`src/core/tmr_consts.svh`:
```
/*
 * Offsets, field positions, reset values and masks of the timer
 * register block. Assumes byte addressing on a 32-bit APB bus.
 */
`ifndef TMR_CONSTS_SVH
`define TMR_CONSTS_SVH

`define TMR_OFF_CTRL1 8'h00
`define TMR_OFF_MASK 8'h0C
`define TMR_OFF_STATUS 8'h10
`define TMR_OFF_MODE 8'h18
`define TMR_OFF_COUNT 8'h24
`define TMR_OFF_RELOAD 8'h2C
`define TMR_OFF_CC1 8'h34
`define TMR_OFF_CC2 8'h38
`define TMR_OFF_CC3 8'h3C
`define TMR_OFF_CC4 8'h40
`define TMR_OFF_DCTRL 8'h48
`define TMR_OFF_DATA 8'h4C

`define TMR_RELOAD_RST 32'h0000FFFF
`define TMR_CC_RST 32'h00000000
`define TMR_DCTRL_RST 16'h0000
`define TMR_DCTRL_MASK 16'h1F1F
`define TMR_MODE_MASK 32'h09090909

`define TMR_CTRL1_RUN_BIT 0
`define TMR_CTRL1_BYTE_BIT 1
`define TMR_MODE_IN_BIT 0
`define TMR_MODE_PRE_BIT 3
`define TMR_MODE_STRIDE 8
`define TMR_BASE_LSB 0
`define TMR_BASE_MSB 4
`define TMR_LEN_LSB 8
`define TMR_LEN_MSB 12

`endif

```
`src/core/tmr_types_pkg.sv`:
```
/*
 * Types shared by the timer register block.
 * Assumes nothing of its surroundings.
 */
`default_nettype none
package tmr_types_pkg;
    typedef enum logic [1:0] {
        BUS_SETUP = 2'b01,
        BUS_ANSWER = 2'b10
    } bus_state_t;
endpackage
`default_nettype wire

```
`src/core/burst_router.sv`:
```
/*
 * Burst step index and target address generation.
 * Assumes one step pulse per accepted access of the burst data register.
 */
`default_nettype none
`include "tmr_consts.svh"
module burst_router (
    input wire logic pclk,
    input wire logic presetn,
    input wire logic restart,
    input wire logic step,
    input wire logic byte_mode,
    input wire logic [4:0] base,
    input wire logic [4:0] len,
    output logic [7:0] tgt_a,
    output logic [7:0] tgt_b,
    output logic b_ok
);
    logic [5:0] idx_r;
    logic [5:0] idx_nxt;
    logic [5:0] total;

    function automatic logic [7:0] word_addr(input logic [5:0] w);
        return 8'(`TMR_OFF_CTRL1) + {w, 2'b00};
    endfunction

    assign total = {1'b0, len} + 6'h01;
    assign tgt_a = word_addr({1'b0, base} + idx_r);
    assign tgt_b = word_addr({1'b0, base} + idx_r + 6'h01);
    assign b_ok = byte_mode && (idx_r + 6'h01 < total);

    always_comb
    begin
        idx_nxt = idx_r + (byte_mode ? 6'h02 : 6'h01);
        if (idx_nxt >= total)
            idx_nxt = 6'h00;
    end

    always_ff @(posedge pclk or negedge presetn)
    begin
        if (!presetn)
            idx_r <= 6'h00;
        else if (restart)
            idx_r <= 6'h00;
        else if (step)
            idx_r <= idx_nxt;
    end

    burst_wrap_a: assert property (
        @(posedge pclk) disable iff (!presetn)
        (step && !restart && !byte_mode && idx_r == {1'b0, len})
        |=> idx_r == 6'h00)
        else $error("burst did not wrap after length plus one steps");

    burst_step_a: assert property (
        @(posedge pclk) disable iff (!presetn)
        (step && !restart && !byte_mode && idx_r < {1'b0, len})
        |=> idx_r == $past(idx_r) + 6'h01)
        else $error("burst index did not advance on a step");
endmodule // burst_router
`default_nettype wire

```
`src/core/compare_channel.sv`:
```
/*
 * One capture/compare channel: stored value, active compare value
 * and registered compare output.
 * Assumes a synchronised capture edge and a one-cycle update pulse.
 */
`default_nettype none
module compare_channel #(
    parameter int W = 16
) (
    input wire logic pclk,
    input wire logic presetn,
    input wire logic input_mode,
    input wire logic preload_en,
    input wire logic update_evt,
    input wire logic capture_evt,
    input wire logic wr_en,
    input wire logic [W-1:0] wr_data,
    input wire logic [W-1:0] count,
    output logic [W-1:0] value,
    output logic event_r,
    output logic out_r
);
    logic [W-1:0] value_r;
    logic [W-1:0] active_r;

    assign value = value_r;

    always_ff @(posedge pclk or negedge presetn)
    begin
        if (!presetn)
            value_r <= '0;
        else if (input_mode && capture_evt)
            value_r <= count;
        else if (wr_en)
            value_r <= wr_data;
    end

    always_ff @(posedge pclk or negedge presetn)
    begin
        if (!presetn)
            active_r <= '0;
        else if (!input_mode && wr_en && !preload_en)
            active_r <= wr_data;
        else if (!input_mode && update_evt)
            active_r <= value_r;
    end

    always_ff @(posedge pclk or negedge presetn)
    begin
        if (!presetn)
        begin
            event_r <= 1'b0;
            out_r <= 1'b0;
        end
        else
        begin
            event_r <= input_mode ? capture_evt : (count == active_r);
            out_r <= !input_mode && (count < active_r);
        end
    end

    capture_load_a: assert property (
        @(posedge pclk) disable iff (!presetn)
        (input_mode && capture_evt) |=> value_r == $past(count))
        else $error("capture did not load the counter value");

    direct_apply_a: assert property (
        @(posedge pclk) disable iff (!presetn)
        (!input_mode && wr_en && !preload_en) |=> active_r == $past(wr_data))
        else $error("direct compare write not applied at once");

    preload_hold_a: assert property (
        @(posedge pclk) disable iff (!presetn)
        (!input_mode && preload_en && !update_evt) |=> $stable(active_r))
        else $error("preloaded compare value applied before update");

    compare_out_a: assert property (
        @(posedge pclk) disable iff (!presetn)
        !input_mode
        |=> out_r == ($past(count) < $past(active_r)))
        else $error("compare output does not follow the comparison");
endmodule // compare_channel
`default_nettype wire

```
`src/core/timer_regs.sv`:
```
/*
 * Timer reload, capture/compare and burst control registers on APB,
 * with a small counter, four channels and an interrupt output.
 * Assumes an APB master on pclk and asynchronous capture pins.
 */
// Design decision made here: the APB interface to the registers.
// What this block does
// - Counter stays halted while the reload value is zero.
// - Upper halves of reload and channel values exist only on wide instances.
// - Input channel stores counter value at its latest capture edge.
// - Output channel compares active value with counter to drive its output.
// - Without preload a written compare value applies immediately.
// - With preload a written value applies at the next update event.
// - Channels two to four behave like channel one at own offsets.
// - Five-bit base field picks first burst register as word offset.
// - Five-bit length field gives field plus one transfers per burst in sixteen-bit mode, half that rounded up in eight-bit mode.
// - Each burst data access performs one burst step.
// - Step target is control one plus base plus running index.
// - Sixteen-bit burst data goes whole to each successive register.
// - Eight-bit burst data splits high then low over two registers.
`default_nettype none
`include "tmr_consts.svh"
module timer_regs
    import tmr_types_pkg::*;
#(
    parameter bit WIDE_TIMER = 1'b0,
    parameter int ADDR_W = 12
) (
    input wire logic pclk,
    input wire logic presetn,
    input wire logic psel,
    input wire logic penable,
    input wire logic pwrite,
    input wire logic [ADDR_W-1:0] paddr,
    input wire logic [31:0] pwdata,
    output logic [31:0] prdata,
    output logic pready,
    output logic pslverr,
    input wire logic [3:0] capture_in,
    output logic [3:0] channel_out,
    output logic irq
);
    import tmr_types_pkg::*;

    localparam int W = WIDE_TIMER ? 32 : 16;
    localparam logic [31:0] RELOAD_RST = `TMR_RELOAD_RST;

    bus_state_t state_r;
    logic [31:0] prdata_r;
    logic pready_r;
    logic pslverr_r;
    logic irq_r;
    logic [1:0] ctrl1_r;
    logic [31:0] mode_r;
    logic [4:0] mask_r;
    logic [4:0] status_r;
    logic [4:0] status_nxt;
    logic [W-1:0] count_r;
    logic [W-1:0] reload_r;
    logic [15:0] dctrl_r;
    logic [3:0] cap_s1_r;
    logic [3:0] cap_s2_r;
    logic [3:0] cap_s3_r;
    logic [3:0] cap_edge;
    logic [3:0] ch_event;
    logic [3:0] ch_out;
    logic [W-1:0] cc_val [4];
    logic [7:0] addr;
    logic acc;
    logic is_burst;
    logic byte_mode;
    logic [7:0] tgt_a;
    logic [7:0] tgt_b;
    logic b_ok;
    logic wa_en;
    logic [7:0] wa_addr;
    logic [31:0] wa_data;
    logic wb_en;
    logic [7:0] wb_addr;
    logic [31:0] wb_data;
    logic run;
    logic upd;
    logic [31:0] read_data;
    logic [31:0] rd_a;
    logic [31:0] rd_b;

    assign prdata = prdata_r;
    assign pready = pready_r;
    assign pslverr = pslverr_r;
    assign irq = irq_r;
    assign channel_out = ch_out;

    function automatic logic hit(input logic en, input logic [7:0] a,
        input logic [7:0] off);
        return en && (a == off);
    endfunction

    function automatic logic mapped(input logic [7:0] a);
        case (a)
            `TMR_OFF_CTRL1, `TMR_OFF_MASK, `TMR_OFF_STATUS, `TMR_OFF_MODE,
            `TMR_OFF_COUNT, `TMR_OFF_RELOAD, `TMR_OFF_CC1, `TMR_OFF_CC2,
            `TMR_OFF_CC3, `TMR_OFF_CC4, `TMR_OFF_DCTRL, `TMR_OFF_DATA:
                return 1'b1;
            default:
                return 1'b0;
        endcase
    endfunction

    function automatic logic [31:0] rd(input logic [7:0] a);
        logic [31:0] d;
        d = 32'h00000000;
        case (a)
            `TMR_OFF_CTRL1: d = {30'h0, ctrl1_r};
            `TMR_OFF_MASK: d = {27'h0, mask_r};
            `TMR_OFF_STATUS: d = {27'h0, status_r};
            `TMR_OFF_MODE: d = mode_r;
            `TMR_OFF_COUNT: d = 32'(count_r);
            `TMR_OFF_RELOAD: d = 32'(reload_r);
            `TMR_OFF_CC1: d = 32'(cc_val[0]);
            `TMR_OFF_CC2: d = 32'(cc_val[1]);
            `TMR_OFF_CC3: d = 32'(cc_val[2]);
            `TMR_OFF_CC4: d = 32'(cc_val[3]);
            `TMR_OFF_DCTRL: d = {16'h0, dctrl_r};
            default: d = 32'h00000000;
        endcase
        return d;
    endfunction

    // Bus decode and burst redirection
    assign addr = paddr[7:0];
    assign acc = (state_r == BUS_ANSWER) && psel && penable &&
        (paddr[ADDR_W-1:8] == '0);
    assign is_burst = (addr == `TMR_OFF_DATA);
    assign byte_mode = ctrl1_r[`TMR_CTRL1_BYTE_BIT];
    assign wa_en = acc && pwrite;
    assign wa_addr = is_burst ? tgt_a : addr;
    assign wa_data = !is_burst ? pwdata :
        byte_mode ? {24'h0, pwdata[15:8]} : {16'h0, pwdata[15:0]};
    assign wb_en = acc && pwrite && is_burst && b_ok;
    assign wb_addr = tgt_b;
    assign wb_data = {24'h0, pwdata[7:0]};

    burst_router u_burst (
        .pclk(pclk),
        .presetn(presetn),
        .restart(hit(wa_en, addr, `TMR_OFF_DCTRL)),
        .step(acc && is_burst),
        .byte_mode(byte_mode),
        .base(dctrl_r[`TMR_BASE_MSB:`TMR_BASE_LSB]),
        .len(dctrl_r[`TMR_LEN_MSB:`TMR_LEN_LSB]),
        .tgt_a(tgt_a),
        .tgt_b(tgt_b),
        .b_ok(b_ok)
    );

    always_comb
    begin
        rd_a = rd(tgt_a);
        rd_b = b_ok ? rd(tgt_b) : 32'h00000000;
        if (paddr[ADDR_W-1:8] != '0)
            read_data = 32'h00000000;
        else if (!is_burst)
            read_data = rd(addr);
        else if (byte_mode)
            read_data = {16'h0, rd_a[7:0], rd_b[7:0]};
        else
            read_data = {16'h0, rd_a[15:0]};
    end

    // APB slave: one wait state, answer from flops
    always_ff @(posedge pclk or negedge presetn)
    begin
        if (!presetn)
        begin
            state_r <= BUS_SETUP;
            pready_r <= 1'b0;
            pslverr_r <= 1'b0;
            prdata_r <= 32'h00000000;
        end
        else
        begin
            case (state_r)
                BUS_SETUP:
                    if (psel && penable)
                    begin
                        state_r <= BUS_ANSWER;
                        pready_r <= 1'b1;
                        pslverr_r <= !mapped(addr) ||
                            (paddr[ADDR_W-1:8] != '0);
                        prdata_r <= pwrite ? 32'h00000000 : read_data;
                    end
                BUS_ANSWER:
                begin
                    state_r <= BUS_SETUP;
                    pready_r <= 1'b0;
                    pslverr_r <= 1'b0;
                end
                default:
                begin
                    state_r <= BUS_SETUP;
                    pready_r <= 1'b0;
                    pslverr_r <= 1'b0;
                end
            endcase
        end
    end

    // Software-written control registers
    always_ff @(posedge pclk or negedge presetn)
    begin
        if (!presetn)
        begin
            ctrl1_r <= 2'b00;
            mode_r <= 32'h00000000;
            mask_r <= 5'h00;
            dctrl_r <= `TMR_DCTRL_RST;
        end
        else
        begin
            if (hit(wa_en, wa_addr, `TMR_OFF_CTRL1))
                ctrl1_r <= wa_data[1:0];
            else if (hit(wb_en, wb_addr, `TMR_OFF_CTRL1))
                ctrl1_r <= wb_data[1:0];
            if (hit(wa_en, wa_addr, `TMR_OFF_MODE))
                mode_r <= wa_data & `TMR_MODE_MASK;
            else if (hit(wb_en, wb_addr, `TMR_OFF_MODE))
                mode_r <= wb_data & `TMR_MODE_MASK;
            if (hit(wa_en, wa_addr, `TMR_OFF_MASK))
                mask_r <= wa_data[4:0];
            else if (hit(wb_en, wb_addr, `TMR_OFF_MASK))
                mask_r <= wb_data[4:0];
            if (hit(wa_en, wa_addr, `TMR_OFF_DCTRL))
                dctrl_r <= wa_data[15:0] & `TMR_DCTRL_MASK;
            else if (hit(wb_en, wb_addr, `TMR_OFF_DCTRL))
                dctrl_r <= wb_data[15:0] & `TMR_DCTRL_MASK;
        end
    end

    // Reload value, only W bits kept
    always_ff @(posedge pclk or negedge presetn)
    begin
        if (!presetn)
            reload_r <= RELOAD_RST[W-1:0];
        else if (hit(wa_en, wa_addr, `TMR_OFF_RELOAD))
            reload_r <= wa_data[W-1:0];
        else if (hit(wb_en, wb_addr, `TMR_OFF_RELOAD))
            reload_r <= wb_data[W-1:0];
    end

    // Up counter with update event at the reload value
    assign run = ctrl1_r[`TMR_CTRL1_RUN_BIT] && (reload_r != '0);
    assign upd = run && (count_r == reload_r);

    always_ff @(posedge pclk or negedge presetn)
    begin
        if (!presetn)
            count_r <= '0;
        else if (hit(wa_en, wa_addr, `TMR_OFF_COUNT))
            count_r <= wa_data[W-1:0];
        else if (hit(wb_en, wb_addr, `TMR_OFF_COUNT))
            count_r <= wb_data[W-1:0];
        else if (upd)
            count_r <= '0;
        else if (run)
            count_r <= count_r + 1'b1;
    end

    // Capture pins: two-stage sync then edge stage
    always_ff @(posedge pclk or negedge presetn)
    begin
        if (!presetn)
        begin
            cap_s1_r <= 4'h0;
            cap_s2_r <= 4'h0;
            cap_s3_r <= 4'h0;
        end
        else
        begin
            cap_s1_r <= capture_in;
            cap_s2_r <= cap_s1_r;
            cap_s3_r <= cap_s2_r;
        end
    end

    assign cap_edge = cap_s2_r & ~cap_s3_r;

    for (genvar k = 0; k < 4; k++)
    begin : g_ch
        localparam logic [7:0] OFF = 8'(`TMR_OFF_CC1 + 4 * k);
        compare_channel #(
            .W(W)
        ) u_ch (
            .pclk(pclk),
            .presetn(presetn),
            .input_mode(mode_r[k * `TMR_MODE_STRIDE + `TMR_MODE_IN_BIT]),
            .preload_en(mode_r[k * `TMR_MODE_STRIDE + `TMR_MODE_PRE_BIT]),
            .update_evt(upd),
            .capture_evt(cap_edge[k]),
            .wr_en(hit(wa_en, wa_addr, OFF) ||
                hit(wb_en, wb_addr, OFF)),
            .wr_data(hit(wa_en, wa_addr, OFF) ?
                wa_data[W-1:0] : wb_data[W-1:0]),
            .count(count_r),
            .value(cc_val[k]),
            .event_r(ch_event[k]),
            .out_r(ch_out[k])
        );
    end

    // Sticky status, write one to clear, set wins
    always_comb
    begin
        status_nxt = status_r;
        if (hit(wa_en, wa_addr, `TMR_OFF_STATUS))
            status_nxt = status_nxt & ~wa_data[4:0];
        status_nxt = status_nxt | {ch_event, upd};
    end

    always_ff @(posedge pclk or negedge presetn)
    begin
        if (!presetn)
        begin
            status_r <= 5'h00;
            irq_r <= 1'b0;
        end
        else
        begin
            status_r <= status_nxt;
            irq_r <= |(status_nxt & mask_r);
        end
    end

    halt_on_zero_a: assert property (
        @(posedge pclk) disable iff (!presetn)
        (reload_r == '0 && !(wa_en && wa_addr == `TMR_OFF_COUNT) &&
            !(wb_en && wb_addr == `TMR_OFF_COUNT))
        |=> count_r == $past(count_r))
        else $error("counter moved while reload value was zero");

    upper_absent_a: assert property (
        @(posedge pclk) disable iff (!presetn)
        (!WIDE_TIMER && state_r == BUS_SETUP && psel && penable &&
            !pwrite && addr == `TMR_OFF_RELOAD)
        |=> prdata_r[31:16] == 16'h0000)
        else $error("upper reload half present on narrow timer");

    burst_whole_a: assert property (
        @(posedge pclk) disable iff (!presetn)
        (wa_en && is_burst && !byte_mode && tgt_a == `TMR_OFF_RELOAD)
        |=> reload_r[15:0] == $past(pwdata[15:0]))
        else $error("sixteen-bit burst item not delivered whole");

    burst_split_a: assert property (
        @(posedge pclk) disable iff (!presetn)
        (wa_en && is_burst && byte_mode && b_ok &&
            tgt_b == `TMR_OFF_RELOAD)
        |=> reload_r == W'($past(pwdata[7:0])))
        else $error("low byte of burst item not in second register");

    reserved_zero_a: assert property (
        @(posedge pclk) disable iff (!presetn)
        (dctrl_r & ~`TMR_DCTRL_MASK) == 16'h0000)
        else $error("reserved burst control bits set");

    answer_once_a: assert property (
        @(posedge pclk) disable iff (!presetn)
        pready_r |=> !pready_r)
        else $error("ready held for more than one cycle");
endmodule // timer_regs
`default_nettype wire

```
`config.mk`:
```
export PLATFORM = sky130hd
export DESIGN_NAME = timer_regs
export DESIGN_NICKNAME = d
export VERILOG_FILES = /design/src/core/tmr_types_pkg.sv /design/src/core/burst_router.sv /design/src/core/compare_channel.sv /design/src/core/timer_regs.sv
export VERILOG_INCLUDE_DIRS = /design/src /design/src/core
export SDC_FILE = /design/constraint.sdc
export NUM_CORES = 1
export LEC_CHECK = 0
export BUFFER_PORTS_ARGS = -buffer_cell sky130_fd_sc_hd__buf_2
export CAP_MARGIN = 20
export CORE_AREA = 2 2 189 191
export DETAILED_ROUTE_END_ITERATION = 6
export DIE_AREA = 0 0 191 193
export PLACE_DENSITY = 0.71
export SETUP_SLACK_MARGIN = 0.15
export SYNTH_ARGS = -nofsm -noshare
export SYNTH_HDL_FRONTEND = slang
export SYNTH_SLANG_ARGS = --single-unit
```
`constraint.sdc`:
```
create_clock -name pclk -period 4.2 [get_ports pclk]
set_clock_uncertainty 0.1 [all_clocks]
set_input_delay 0.21 -clock pclk [delete_from_list [all_inputs] [get_ports pclk]]
set_output_delay 0.21 -clock pclk [all_outputs]
set_load 0.1 [all_outputs]
```
---- After elaboration in Yosys (flattened, before gate mapping) ----
Index checks and enable logic that the tools add are counted.
word-level totals
  logic and storage cells ................. 254
  bits in registers ....................... 283
operators by class
  add/sub/neg operators ................... 6
  magnitude comparators ................... 6
  bitwise operators ....................... 6
  reductions and logical operators ........ 92
  multiplexer cells ....................... 63
  equal/unequal tests ..................... 49
operators by type and width
  operator                 number
  $mux W16                 30
  $pmux W32 S11            1
  $pmux W16 S11            1
  $mux W32                 5
  $pmux W8 S11             1
  $eq A16 B16 Y1           5
  $eq A8 B6 Y1 const B     10
  $lt A16 B16 Y1           4
  $eq A6 B4 Y1 const B     10
  $logic_and A1 B1 Y1      53
  $eq A8 B7 Y1 const B     5
  $eq A8 B5 Y1 const B     4
  $logic_not A8 Y1         4
  $mux W28                 1
  $reduce_bool A2 Y1       14
  $eq A6 B3 Y1 const B     4
  $eq A6 B5 Y1 const B     4
  $mux W6                  3
  $add A16 B1 Y16 const B  1
  $eq A8 B4 Y1 const B     2
  $mux W8                  2
  $reduce_bool A16 Y1      1
  $mux W5                  3
  $add A6 B1 Y6 const B    2
  23 further kinds         52

---- Logic depth before layout (Yosys ltp) ----
Gate-level depths: netlist (run 1).
  depth after elaboration ................. 12
  depth in mapped cells ................... 15

---- Hierarchy ----
A second synthesis (run 1) with hierarchy kept.
unflattened totals
  cells, all modules ...................... 1916
  area, all modules ....................... 16859.9 um^2
by module, submodules not included
  module           area an instance (um^2)  instances  cells an instance  sequential area each (um^2)
  timer_regs       8305.5                   1          1046               2473.6
  compare_channel  1881.8                   4          186                850.8
  burst_router     1027.2                   1          126                150.1

---- Least setup slack after synthesis (run 1) ----
OpenSTA, ideal clock, no wires.
  path type ............................... reg-to-reg
  from .................................... register u_burst.idx_r[0]
  to ...................................... register prdata_r[14] (netlist: prdata[14])
  library setup time ...................... 123 ps
  clock period less this slack ............ 3760 ps
  slack ................................... 440 ps
  arrival time ............................ 3537 ps
  stages on the path, launching flop included .. 13
  required time ........................... 3977 ps
  cell sequence ........................... dfrtp_1 ha_1 fa_1 buf_2 a211oi_1 nor3b_1 nor2_1 a21oi_1 buf_2 and3_1 a221o_1 or4_1 a32o_1
on the way
  cells in the longest elaborated chain, start to end .. 7
  elaborated cells on any way between the ends .. 17
  classes of those cells .................. add/sub (1); eq/ne (10); mux (5); reduce/logical (1)
ends and longest elaborated chain
  item                                  line                RTL
  start: declaration                    burst_router.sv:19  logic [5:0] idx_r;
  start signal: assignment              burst_router.sv:46  idx_r <= idx_nxt;
  $add A5 B6 Y6 *                       burst_router.sv:28  assign tgt_a = word_addr({1'b0, base} + idx_r);
  $eq A6 B5 Y1 (tied with other cells)  timer_regs.sv:112   case (a)
  $pmux W16 S11 *                       timer_regs.sv:112
  $mux W16 *                            timer_regs.sv:164   else if (byte_mode)
  $mux W32 *                            timer_regs.sv:162   else if (!is_burst)
  $mux W32 *                            timer_regs.sv:160   if (paddr[ADDR_W-1:8] != '0)
  $mux W32 *                            timer_regs.sv:190   prdata_r <= pwrite ? 32'h00000000 : read_data;
  end signal: assignment                timer_regs.sv:190
  end: declaration                      timer_regs.sv:49    logic [31:0] prdata_r;
Mark *: on every way between the ends. The rest lies on a longest branch, timed or not.
A chain may end at the register's enable or synchronous reset.

---- Worst setup path in the final report (run 1) ----
  from .................................... register dctrl_r[0]
  to ...................................... register prdata_r[10] (netlist: prdata[10])
on the way
  cells in the longest elaborated chain, start to end .. 7
  elaborated cells on any way between the ends .. 17
  classes of those cells .................. add/sub (1); eq/ne (10); mux (5); reduce/logical (1)
ends and longest elaborated chain
  item                                  line                RTL
  start: declaration                    timer_regs.sv:60    logic [15:0] dctrl_r;
  start signal: assignment              timer_regs.sv:216   dctrl_r <= `TMR_DCTRL_RST;
  start signal: assignment              timer_regs.sv:233   dctrl_r <= wa_data[15:0] & `TMR_DCTRL_MASK;
  start signal: assignment              timer_regs.sv:235   dctrl_r <= wb_data[15:0] & `TMR_DCTRL_MASK;
  $add A5 B6 Y6 *                       burst_router.sv:28
  $eq A6 B5 Y1 (tied with other cells)  timer_regs.sv:112
  $pmux W16 S11 *                       timer_regs.sv:112
  $mux W16 *                            timer_regs.sv:164
  $mux W32 *                            timer_regs.sv:162
  $mux W32 *                            timer_regs.sv:160
  $mux W32 *                            timer_regs.sv:190
Marks and branches as above.

==> results of run 1 <==
[where the power goes]
part | leakage (µW) | switching (µW) | internal (µW)
clock network | 0.000481 | 1050 | 1550
registers | 0.00289 | 53.6 | 2340
logic | 0.00564 | 274 | 86.9
[worst min-delay path: stages]
cell and delay, ns:
sky130_fd_sc_hd__buf_2 0.23, sky130_fd_sc_hd__o22ai_1 0.16, sky130_fd_sc_hd__a21oi_1 0.06
[flip-flops by register name, indices dropped and copies added (netlist names)]
register	flops
cap_s1_r	4
cap_s2_r	4
cap_s3_r	4
count_r	16
ctrl1_r	2
dctrl_r	10
g_ch.u_ch.active_r	64
g_ch.u_ch.event_r	4
g_ch.u_ch.out_r	4
g_ch.u_ch.value	64
irq	1
mask_r	5
mode_r	8
prdata	20
pslverr	1
reload_r	16
state_r	2
status_r	5
u_burst.idx_r	6
[worst paths after layout]
check / end / slack, ns / depth (start not counted)
max in group asynchronous: count_r[5]$_DFFE_PN0P_ / 2.55 / 3
min reg2reg: cap_s2_r[0]$_DFF_PN0_ / 0.25 / 0
min in group asynchronous: dctrl_r[3]$_DFFE_PN0P_ / 0.17 / 2
max reg2reg: prdata[10]$_DFFE_PN0P_ / 0.26 / 12
max: prdata[10]$_DFFE_PN0P_ / 0.26 / 12
min: mode_r[3]$_DFFE_PN0P_ / 0.03 / 3
[per-layer routing]
layer / routed length (µm) / up-vias
met3: 10500 / 288
met4: 5490 / 6
met2: 31300 / 1359
met5: 46 / -
li1: - / 7806
met1: 30800 / 8618
[cells in the mapped netlist, types with 31 or more instances]
library cell               instances
sky130_fd_sc_hd__a21o_1           32
sky130_fd_sc_hd__a21oi_1         150
sky130_fd_sc_hd__a22oi_1          50
sky130_fd_sc_hd__clkbuf_1        113
sky130_fd_sc_hd__dfrtp_1         223
sky130_fd_sc_hd__ha_1             85
sky130_fd_sc_hd__inv_1            86
sky130_fd_sc_hd__mux2i_1          85
sky130_fd_sc_hd__nand2_1         189
sky130_fd_sc_hd__nand3_1          70
sky130_fd_sc_hd__nand4_1          31
sky130_fd_sc_hd__nor2_1          165
sky130_fd_sc_hd__nor3_1           44
sky130_fd_sc_hd__o21ai_0         173
[metrics by stage]
| stage | cell area, µm² | power (µW) | utilization | setup WS [ns] |
|---|---|---|---|---|
| after floorplan | 17300 | 2580 | - | 0.440 |
| after global placement | 18700 | 2760 | 0.536 | 0.256 |
| after detailed placement | 18700 | 2760 | 0.536 | 0.259 |
| after CTS | 19900 | 5340 | 0.569 | 0.231 |
| after global routing | 19900 | 5470 | 0.570 | 0.144 |
| final | 19900 | 5350 | 0.570 | 0.262 |
[kinds of logic (layout without fill, tap and decap cells)]
kind of cell	after synthesis	count (layout)	synth area share
AO/OA/AOI/OAI	673	673	0.260
AND/OR/NAND/NOR	678	678	0.196
flip-flops	240	240	0.349
buffers and inverters	247	384	0.0608
other	1	13	0.000217
multiplexers	94	94	0.0552
XOR/XNOR	29	29	0.0147
adder cells (fa/ha/maj)	87	87	0.0640
[final cells by class]
type / count / area, µm² / share of cell area
flip-flops and latches: 240 / 6030 / 0.302
well taps: 461 / 577 / 0.0289
clock buffers: 40 / 827 / 0.0415
clock inverters: 12 / 145 / 0.00728
diodes: 1 / 2.50 / 0.000126
multi-input cells: 1573 / 10300 / 0.515
inverters: 87 / 327 / 0.0164
repair buffers: 245 / 1770 / 0.0887
[repair_timing]
item / in CTS / in global routing
setup buffers: 0 / 2
resized for setup: 0 / 4
hold buffers: 20 / 0
hold endpoints to repair: 111 / 0
endpoints found under the setup margin: 0 / 63
==> Implementation_results.wiki, run 1 <==
{| class="wikitable"
! Metric !! Value
|-
| Number of clock buffers inserted by TritonCTS || 29
|-
| Async set-reset flop share out of synthesis || 1.00
|-
| Number of clock sinks || 240
|-
| Peak per-stage delay on the critical path || 0.45 ns
|-
| Avg WL per Cell || 29.4 µm
|-
| Sum of overflow across all layers after global routing || 0
|-
| P&R area growth vs syn || 15.5%
|-
| Iter 0 DRT Violations || 2681
|-
| Slowest cell on crit path || sky130_fd_sc_hd__a222oi_1
|-
| Number of endpoints failing setup at the final stage || 0
|-
| Data required time at the worst endpoint || 4.56 ns
|-
| Die ar. || 36900 µm²
|-
| Achievable Freq || 254 MHz
|-
| Min Clock Period, post-route || 3.94 ns
|-
| Sequential element share of the synthesized area || 0.349
|-
| Layout Nets || 2316
|-
| Buffer depth of the longest clock path || 3
|-
| Number of flip-flops and latches in the synthesized netlist || 240
|-
| Status || finished clean
|-
| CTS root buf || sky130_fd_sc_hd__clkbuf_16
|-
| Detail Route Antenna Nets || 0
|-
| Beginning of the worst register-to-register path || dctrl_r[0]$_DFFE_PN0P_
|-
| Max Slew Vio Count || 0
|-
| CP arrival || 4.30 ns
|-
| Transition at the pin with the smallest max-transition slack || 1.22 ns
|-
| Aggregate negative setup slack || 0 ns
|-
| Endpoint type of the worst setup path || flop
|-
| Hold Path Origin || pwdata[3]
|-
| Commonest cells after routing, fill and taps aside || sky130_fd_sc_hd__dfrtp_1, sky130_fd_sc_hd__nand2_1, sky130_fd_sc_hd__o21ai_0, sky130_fd_sc_hd__nor2_1, sky130_fd_sc_hd__buf_4
|-
| CP top delay family || simple AND/OR/NAND/NOR gates
|-
| Total core area || 35000 µm²
|-
| Vertical die dimension || 193 µm
|-
| Cell type with the highest aggregate area in the netlist || sky130_fd_sc_hd__dfrtp_1
|-
| Pin count of the biggest net entering global routing || 100
|-
| Syn Inst Count || 2049
|-
| Tot GR Track Use || 0.422
|-
| Dominant cells by area after synthesis || sky130_fd_sc_hd__dfrtp_1, sky130_fd_sc_hd__ha_1, sky130_fd_sc_hd__o21ai_0
|-
| Global routing usage on met1 || 0.587
|-
| Final estimated routing congestion in global placement || 1.12
|-
| Effective utilization at floorplan || 0.493
|-
| Cell breakdown of the critical path || ha_1 > fa_1 > buf_4 > and2_1 > and4_1 > or3_1 > and2_0 > a221o_1 > a222oi_1 > nand3_1 > a21oi_1 > o21ai_0
|-
| Mean post-synth cell area || 8.42 µm²
|-
| Post-synth cell types || 93
|-
| Critical path launch point || dctrl_r[0]$_DFFE_PN0P_
|-
| TritonCTS clock tree || done
|-
| P_leak || 0.00901 µW
|-
| Yosys Warn Count || 0
|-
| Total of max-cap violations || 0
|-
| Global-route wire length before repair || 113 mm
|-
| Unrepaired setup endpoints after global routing || no
|-
| Number of cell rows || 69
|-
| I/O Pins || 92
|-
| HPWL reported at the end of detailed placement || 57.8 mm
|-
| Power per cell area || 269 nW/µm²
|-
| Placed insts || 2584
|-
| Area share of the largest cell type after synthesis || 0.323
|-
| Worst slew margin relative to its limit || 0.181
|-
| DRC violation count after routing || 0
|-
| Die boundary width || 191 µm
|-
| Vias in the first global route || 16900
|-
| Clock transition at the registers of the reported paths || 0.06 ns
|-
| Drt via density || 6.80
|-
| Filler cells || 3209
|-
| Global routing met3 resource utilization || 0.108
|-
| Worst hold slack after final layout || 0.0302 ns
|-
| I/O Buffers || 67
|-
| Min-Delay Path Class || primary input to flop
|-
| TritonRoute pass-1 iters || 7
|-
| Worst supply voltage drop on vdd || 319 µV
|-
| Final clock period utilization by the worst path || 0.938
|-
| Cell area after synthesis || 17300 µm²
|-
| Synth Flop Type || sky130_fd_sc_hd__dfrtp_1
|-
| Count of final hold-check violations || 0
|-
| Ratio of cells with drive above 1 in the final layout || 0.158
|-
| Met2 GRT Util || 0.588
|-
| Via count || 18100
|-
| Count of flip-flops with a built-in enable after synthesis || 0
|-
| Non-filler instance count after layout || 2659
|-
| Maximum fanout along the worst path || 11
|-
| Setup CP Type || flop to flop
|-
| Buffer and inverter count on the worst path || 1
|-
| Number of H-tree levels || 1
|-
| Grt peak-use layer || met2
|-
| Latest clock arrival within the worst-skew pair || 0.59 ns
|-
| Total wire length || 78.1 mm
|-
| Number of antenna violations at the first check in global routing || 4
|-
| Crit start category || flop
|-
| Most common library cell in the layout ignoring fill and taps || sky130_fd_sc_hd__dfrtp_1
|}
No activity file was read; power rests on OpenSTA's default activity.
==> run 2: changes to the inputs <==
==> constraint.sdc (replaced) <==
create_clock -name pclk -period 4.2 [get_ports pclk]
set_clock_uncertainty 0.1 [all_clocks]
set_input_delay 0.63 -clock pclk [delete_from_list [all_inputs] [get_ports pclk]]
set_output_delay 0.63 -clock pclk [all_outputs]
set_load 0.1 [all_outputs]
==> run 2 against run 1 <==
Compared with the run above: sequential share of layout area up 0.39 points; clock power about the same; critical path type unchanged; total power up 0.18%; cell area down 1.3%; via count up 0.35%; global-route usage down 1.2 points; worst setup slack worse by 0.0065 ns; non-clock buffer count down 36; register-to-register slack about the same; first-iteration DRC count up 14%; die area unchanged; hold slack worse by 0.011 ns; critical endpoint unchanged.
==> Implementation_results.wiki, run 2 (synthesis gave the netlist of run 1 again) <==
{| class="wikitable"
! Metric !! Value
|-
| Power per cell area || 272 nW/µm²
|-
| Total core area || 35000 µm²
|-
| Pin count of the biggest net entering global routing || 106
|-
| P&R area growth vs syn || 14.1%
|-
| Beginning of the worst register-to-register path || dctrl_r[0]$_DFFE_PN0P_
|-
| Unrepaired setup endpoints after global routing || no
|-
| Sum of overflow across all layers after global routing || 0
|-
| I/O Pins || 92
|-
| Setup slack on the worst flop-to-flop path || 0.26 ns
|-
| HPWL reported at the end of detailed placement || 55.3 mm
|-
| Terminus of the critical flop-to-flop path || prdata[10]$_DFFE_PN0P_
|-
| Crit start category || flop
|-
| Number of clock buffers inserted by TritonCTS || 29
|-
| Peak per-stage delay on the critical path || 0.47 ns
|-
| CTS root buf || sky130_fd_sc_hd__clkbuf_16
|-
| Number of endpoints failing setup at the final stage || 0
|-
| CP arrival || 4.31 ns
|-
| Transition at the pin with the smallest max-transition slack || 1.10 ns
|-
| Latest clock arrival within the worst-skew pair || 0.59 ns
|-
| Number of antenna violations at the first check in global routing || 2
|-
| Total wire length || 76.3 mm
|-
| Vertical die dimension || 193 µm
|-
| Hold_buf cts || 0
|-
| Achievable Freq || 254 MHz
|-
| Setup CP Type || flop to flop
|-
| Number of cells on the worst reg-to-reg path || 13
|-
| Ratio of cells with drive above 1 in the final layout || 0.159
|-
| I/O Buffers || 67
|-
| Via count || 18100
|-
| Max Slew Vio Count || 0
|-
| Final estimated routing congestion in global placement || 1.10
|-
| TritonCTS clock tree || done
|-
| Die ar. || 36900 µm²
|-
| Die boundary width || 191 µm
|-
| Layout Nets || 2280
|-
| Worst slew margin relative to its limit || 0.260
|-
| Iter 0 DRT Violations || 3069
|-
| Min-Delay Path Class || primary input to async pin
|-
| Worst supply voltage drop on vdd || 291 µV
|-
| TritonRoute pass-1 iters || 7
|-
| Drt via density || 6.91
|-
| Vias in the first global route || 17000
|-
| Data required time at the worst endpoint || 4.57 ns
|-
| Global-route wire length before repair || 111 mm
|-
| Endpoint type of the worst setup path || flop
|-
| Number of H-tree levels || 1
|-
| Aggregate negative setup slack || 0 ns
|-
| Most common library cell in the layout ignoring fill and taps || sky130_fd_sc_hd__dfrtp_1
|-
| Avg WL per Cell || 29.1 µm
|-
| Status || finished clean
|-
| Total of max-cap violations || 0
|-
| Critical Path Stages || 13
|-
| Slowest cell on crit path || sky130_fd_sc_hd__dfrtp_2
|-
| Effective utilization at floorplan || 0.493
|-
| Detail Route Antenna Nets || 0
|-
| Min Clock Period, post-route || 3.94 ns
|-
| Number of cell rows || 69
|-
| Buffer and inverter count on the worst path || 2
|-
| Cell breakdown of the critical path || ha_2 > fa_1 > buf_4 > and2_1 > and4_1 > or3_4 > and2_1 > buf_4 > a221o_1 > a222oi_1 > nand3_1 > a21oi_2 > o21ai_0
|-
| CP top delay family || simple AND/OR/NAND/NOR gates
|-
| Tot GR Track Use || 0.409
|-
| DRC violation count after routing || 0
|-
| Final clock period utilization by the worst path || 0.939
|-
| Clock transition at the registers of the reported paths || 0.06 ns
|-
| Commonest cells after routing, fill and taps aside || sky130_fd_sc_hd__dfrtp_1, sky130_fd_sc_hd__nand2_1, sky130_fd_sc_hd__o21ai_0, sky130_fd_sc_hd__nor2_1, sky130_fd_sc_hd__a21oi_1
|-
| Count of final hold-check violations || 0
|-
| Maximum fanout along the worst path || 11
|-
| Total power after layout || 5360 µW
|-
| Number of clock sinks || 240
|-
| P_leak || 0.00888 µW
|-
| Buffer depth of the longest clock path || 3
|}
## run 2: how the worst max path moves through the flow
stage / slack [ns] / end / startpoint
after floorplan: 0.44 / prdata[14]$_DFFE_PN0P_ / u_burst.idx_r[0]$_DFFE_PN0P_
after global placement: 0.21 / prdata[12]$_DFFE_PN0P_ / dctrl_r[0]$_DFFE_PN0P_
final: 0.26 / prdata[10]$_DFFE_PN0P_ / dctrl_r[0]$_DFFE_PN0P_
after CTS: 0.16 / prdata[12]$_DFFE_PN0P_ / dctrl_r[0]$_DFFE_PN0P_
after global routing: 0.16 / prdata[10]$_DFFE_PN0P_ / dctrl_r[0]$_DFFE_PN0P_
after detailed placement: 0.18 / prdata[12]$_DFFE_PN0P_ / dctrl_r[0]$_DFFE_PN0P_
## run 2: what timing repair did
item | in CTS | in global routing
setup buffers | 0 | 1
gates resized for setup | 0 | 17
endpoints found under the setup margin | 0 | 90
endpoints found under the hold margin | 0 | 0
## run 2: cell type report
type | instances | area [µm²]
repair buffers | 209 | 1460
diodes | 2 | 5.00
inverters | 87 | 327
well taps | 461 | 577
fillers | 3186 | 15300
multi-input cells | 1573 | 10300
clock buffers | 39 | 843
clock inverters | 13 | 136
flip-flops and latches | 240 | 6030
## run 2: per-stage QoR
step | hold WS [ns] | instances | util | setup WS [ns] | instance area, µm²
finish | 0.0192 | 2624 | 0.563 | 0.256 | 19700
global route | 0.0391 | 2622 | 0.563 | 0.158 | 19700
CTS | 0.0364 | 2621 | 0.561 | 0.155 | 19600
detailed placement | 0.240 | 2569 | 0.533 | 0.182 | 18600
global placement | 0.235 | 2569 | 0.533 | 0.207 | 18600
floorplan | 0.231 | 2060 | - | 0.440 | 17300
## run 2: worst register-to-register path: stages, from the launching register on
cell and delay (ns):
sky130_fd_sc_hd__dfrtp_2 0.47, sky130_fd_sc_hd__ha_2 0.25, sky130_fd_sc_hd__fa_1 0.39, sky130_fd_sc_hd__buf_4 0.20, sky130_fd_sc_hd__and2_1 0.20, sky130_fd_sc_hd__and4_1 0.20
sky130_fd_sc_hd__or3_4 0.40, sky130_fd_sc_hd__and2_1 0.21, sky130_fd_sc_hd__buf_4 0.16, sky130_fd_sc_hd__a221o_1 0.30, sky130_fd_sc_hd__a222oi_1 0.39, sky130_fd_sc_hd__nand3_1 0.26
sky130_fd_sc_hd__a21oi_2 0.21, sky130_fd_sc_hd__o21ai_0 0.09
## run 2: per-layer routing
layer  vias to the layer above  GRT usage  share of wire  wire [µm]
met3                       353      0.133           0.14      10800
met1                      8660      0.541           0.38      29200
met4                         0      0.243          0.071       5430
met2                      1389      0.584           0.41      30900
met5                         -          0              0          0
li1                       7739          -              -          -
## run 2: power breakdown
part           total, µW  switching [µW]  internal, µW
Combinational        355             278          76.1
Sequential          2390            49.9          2340
Clock               2620            1090          1530
Total               5360            1420          3940
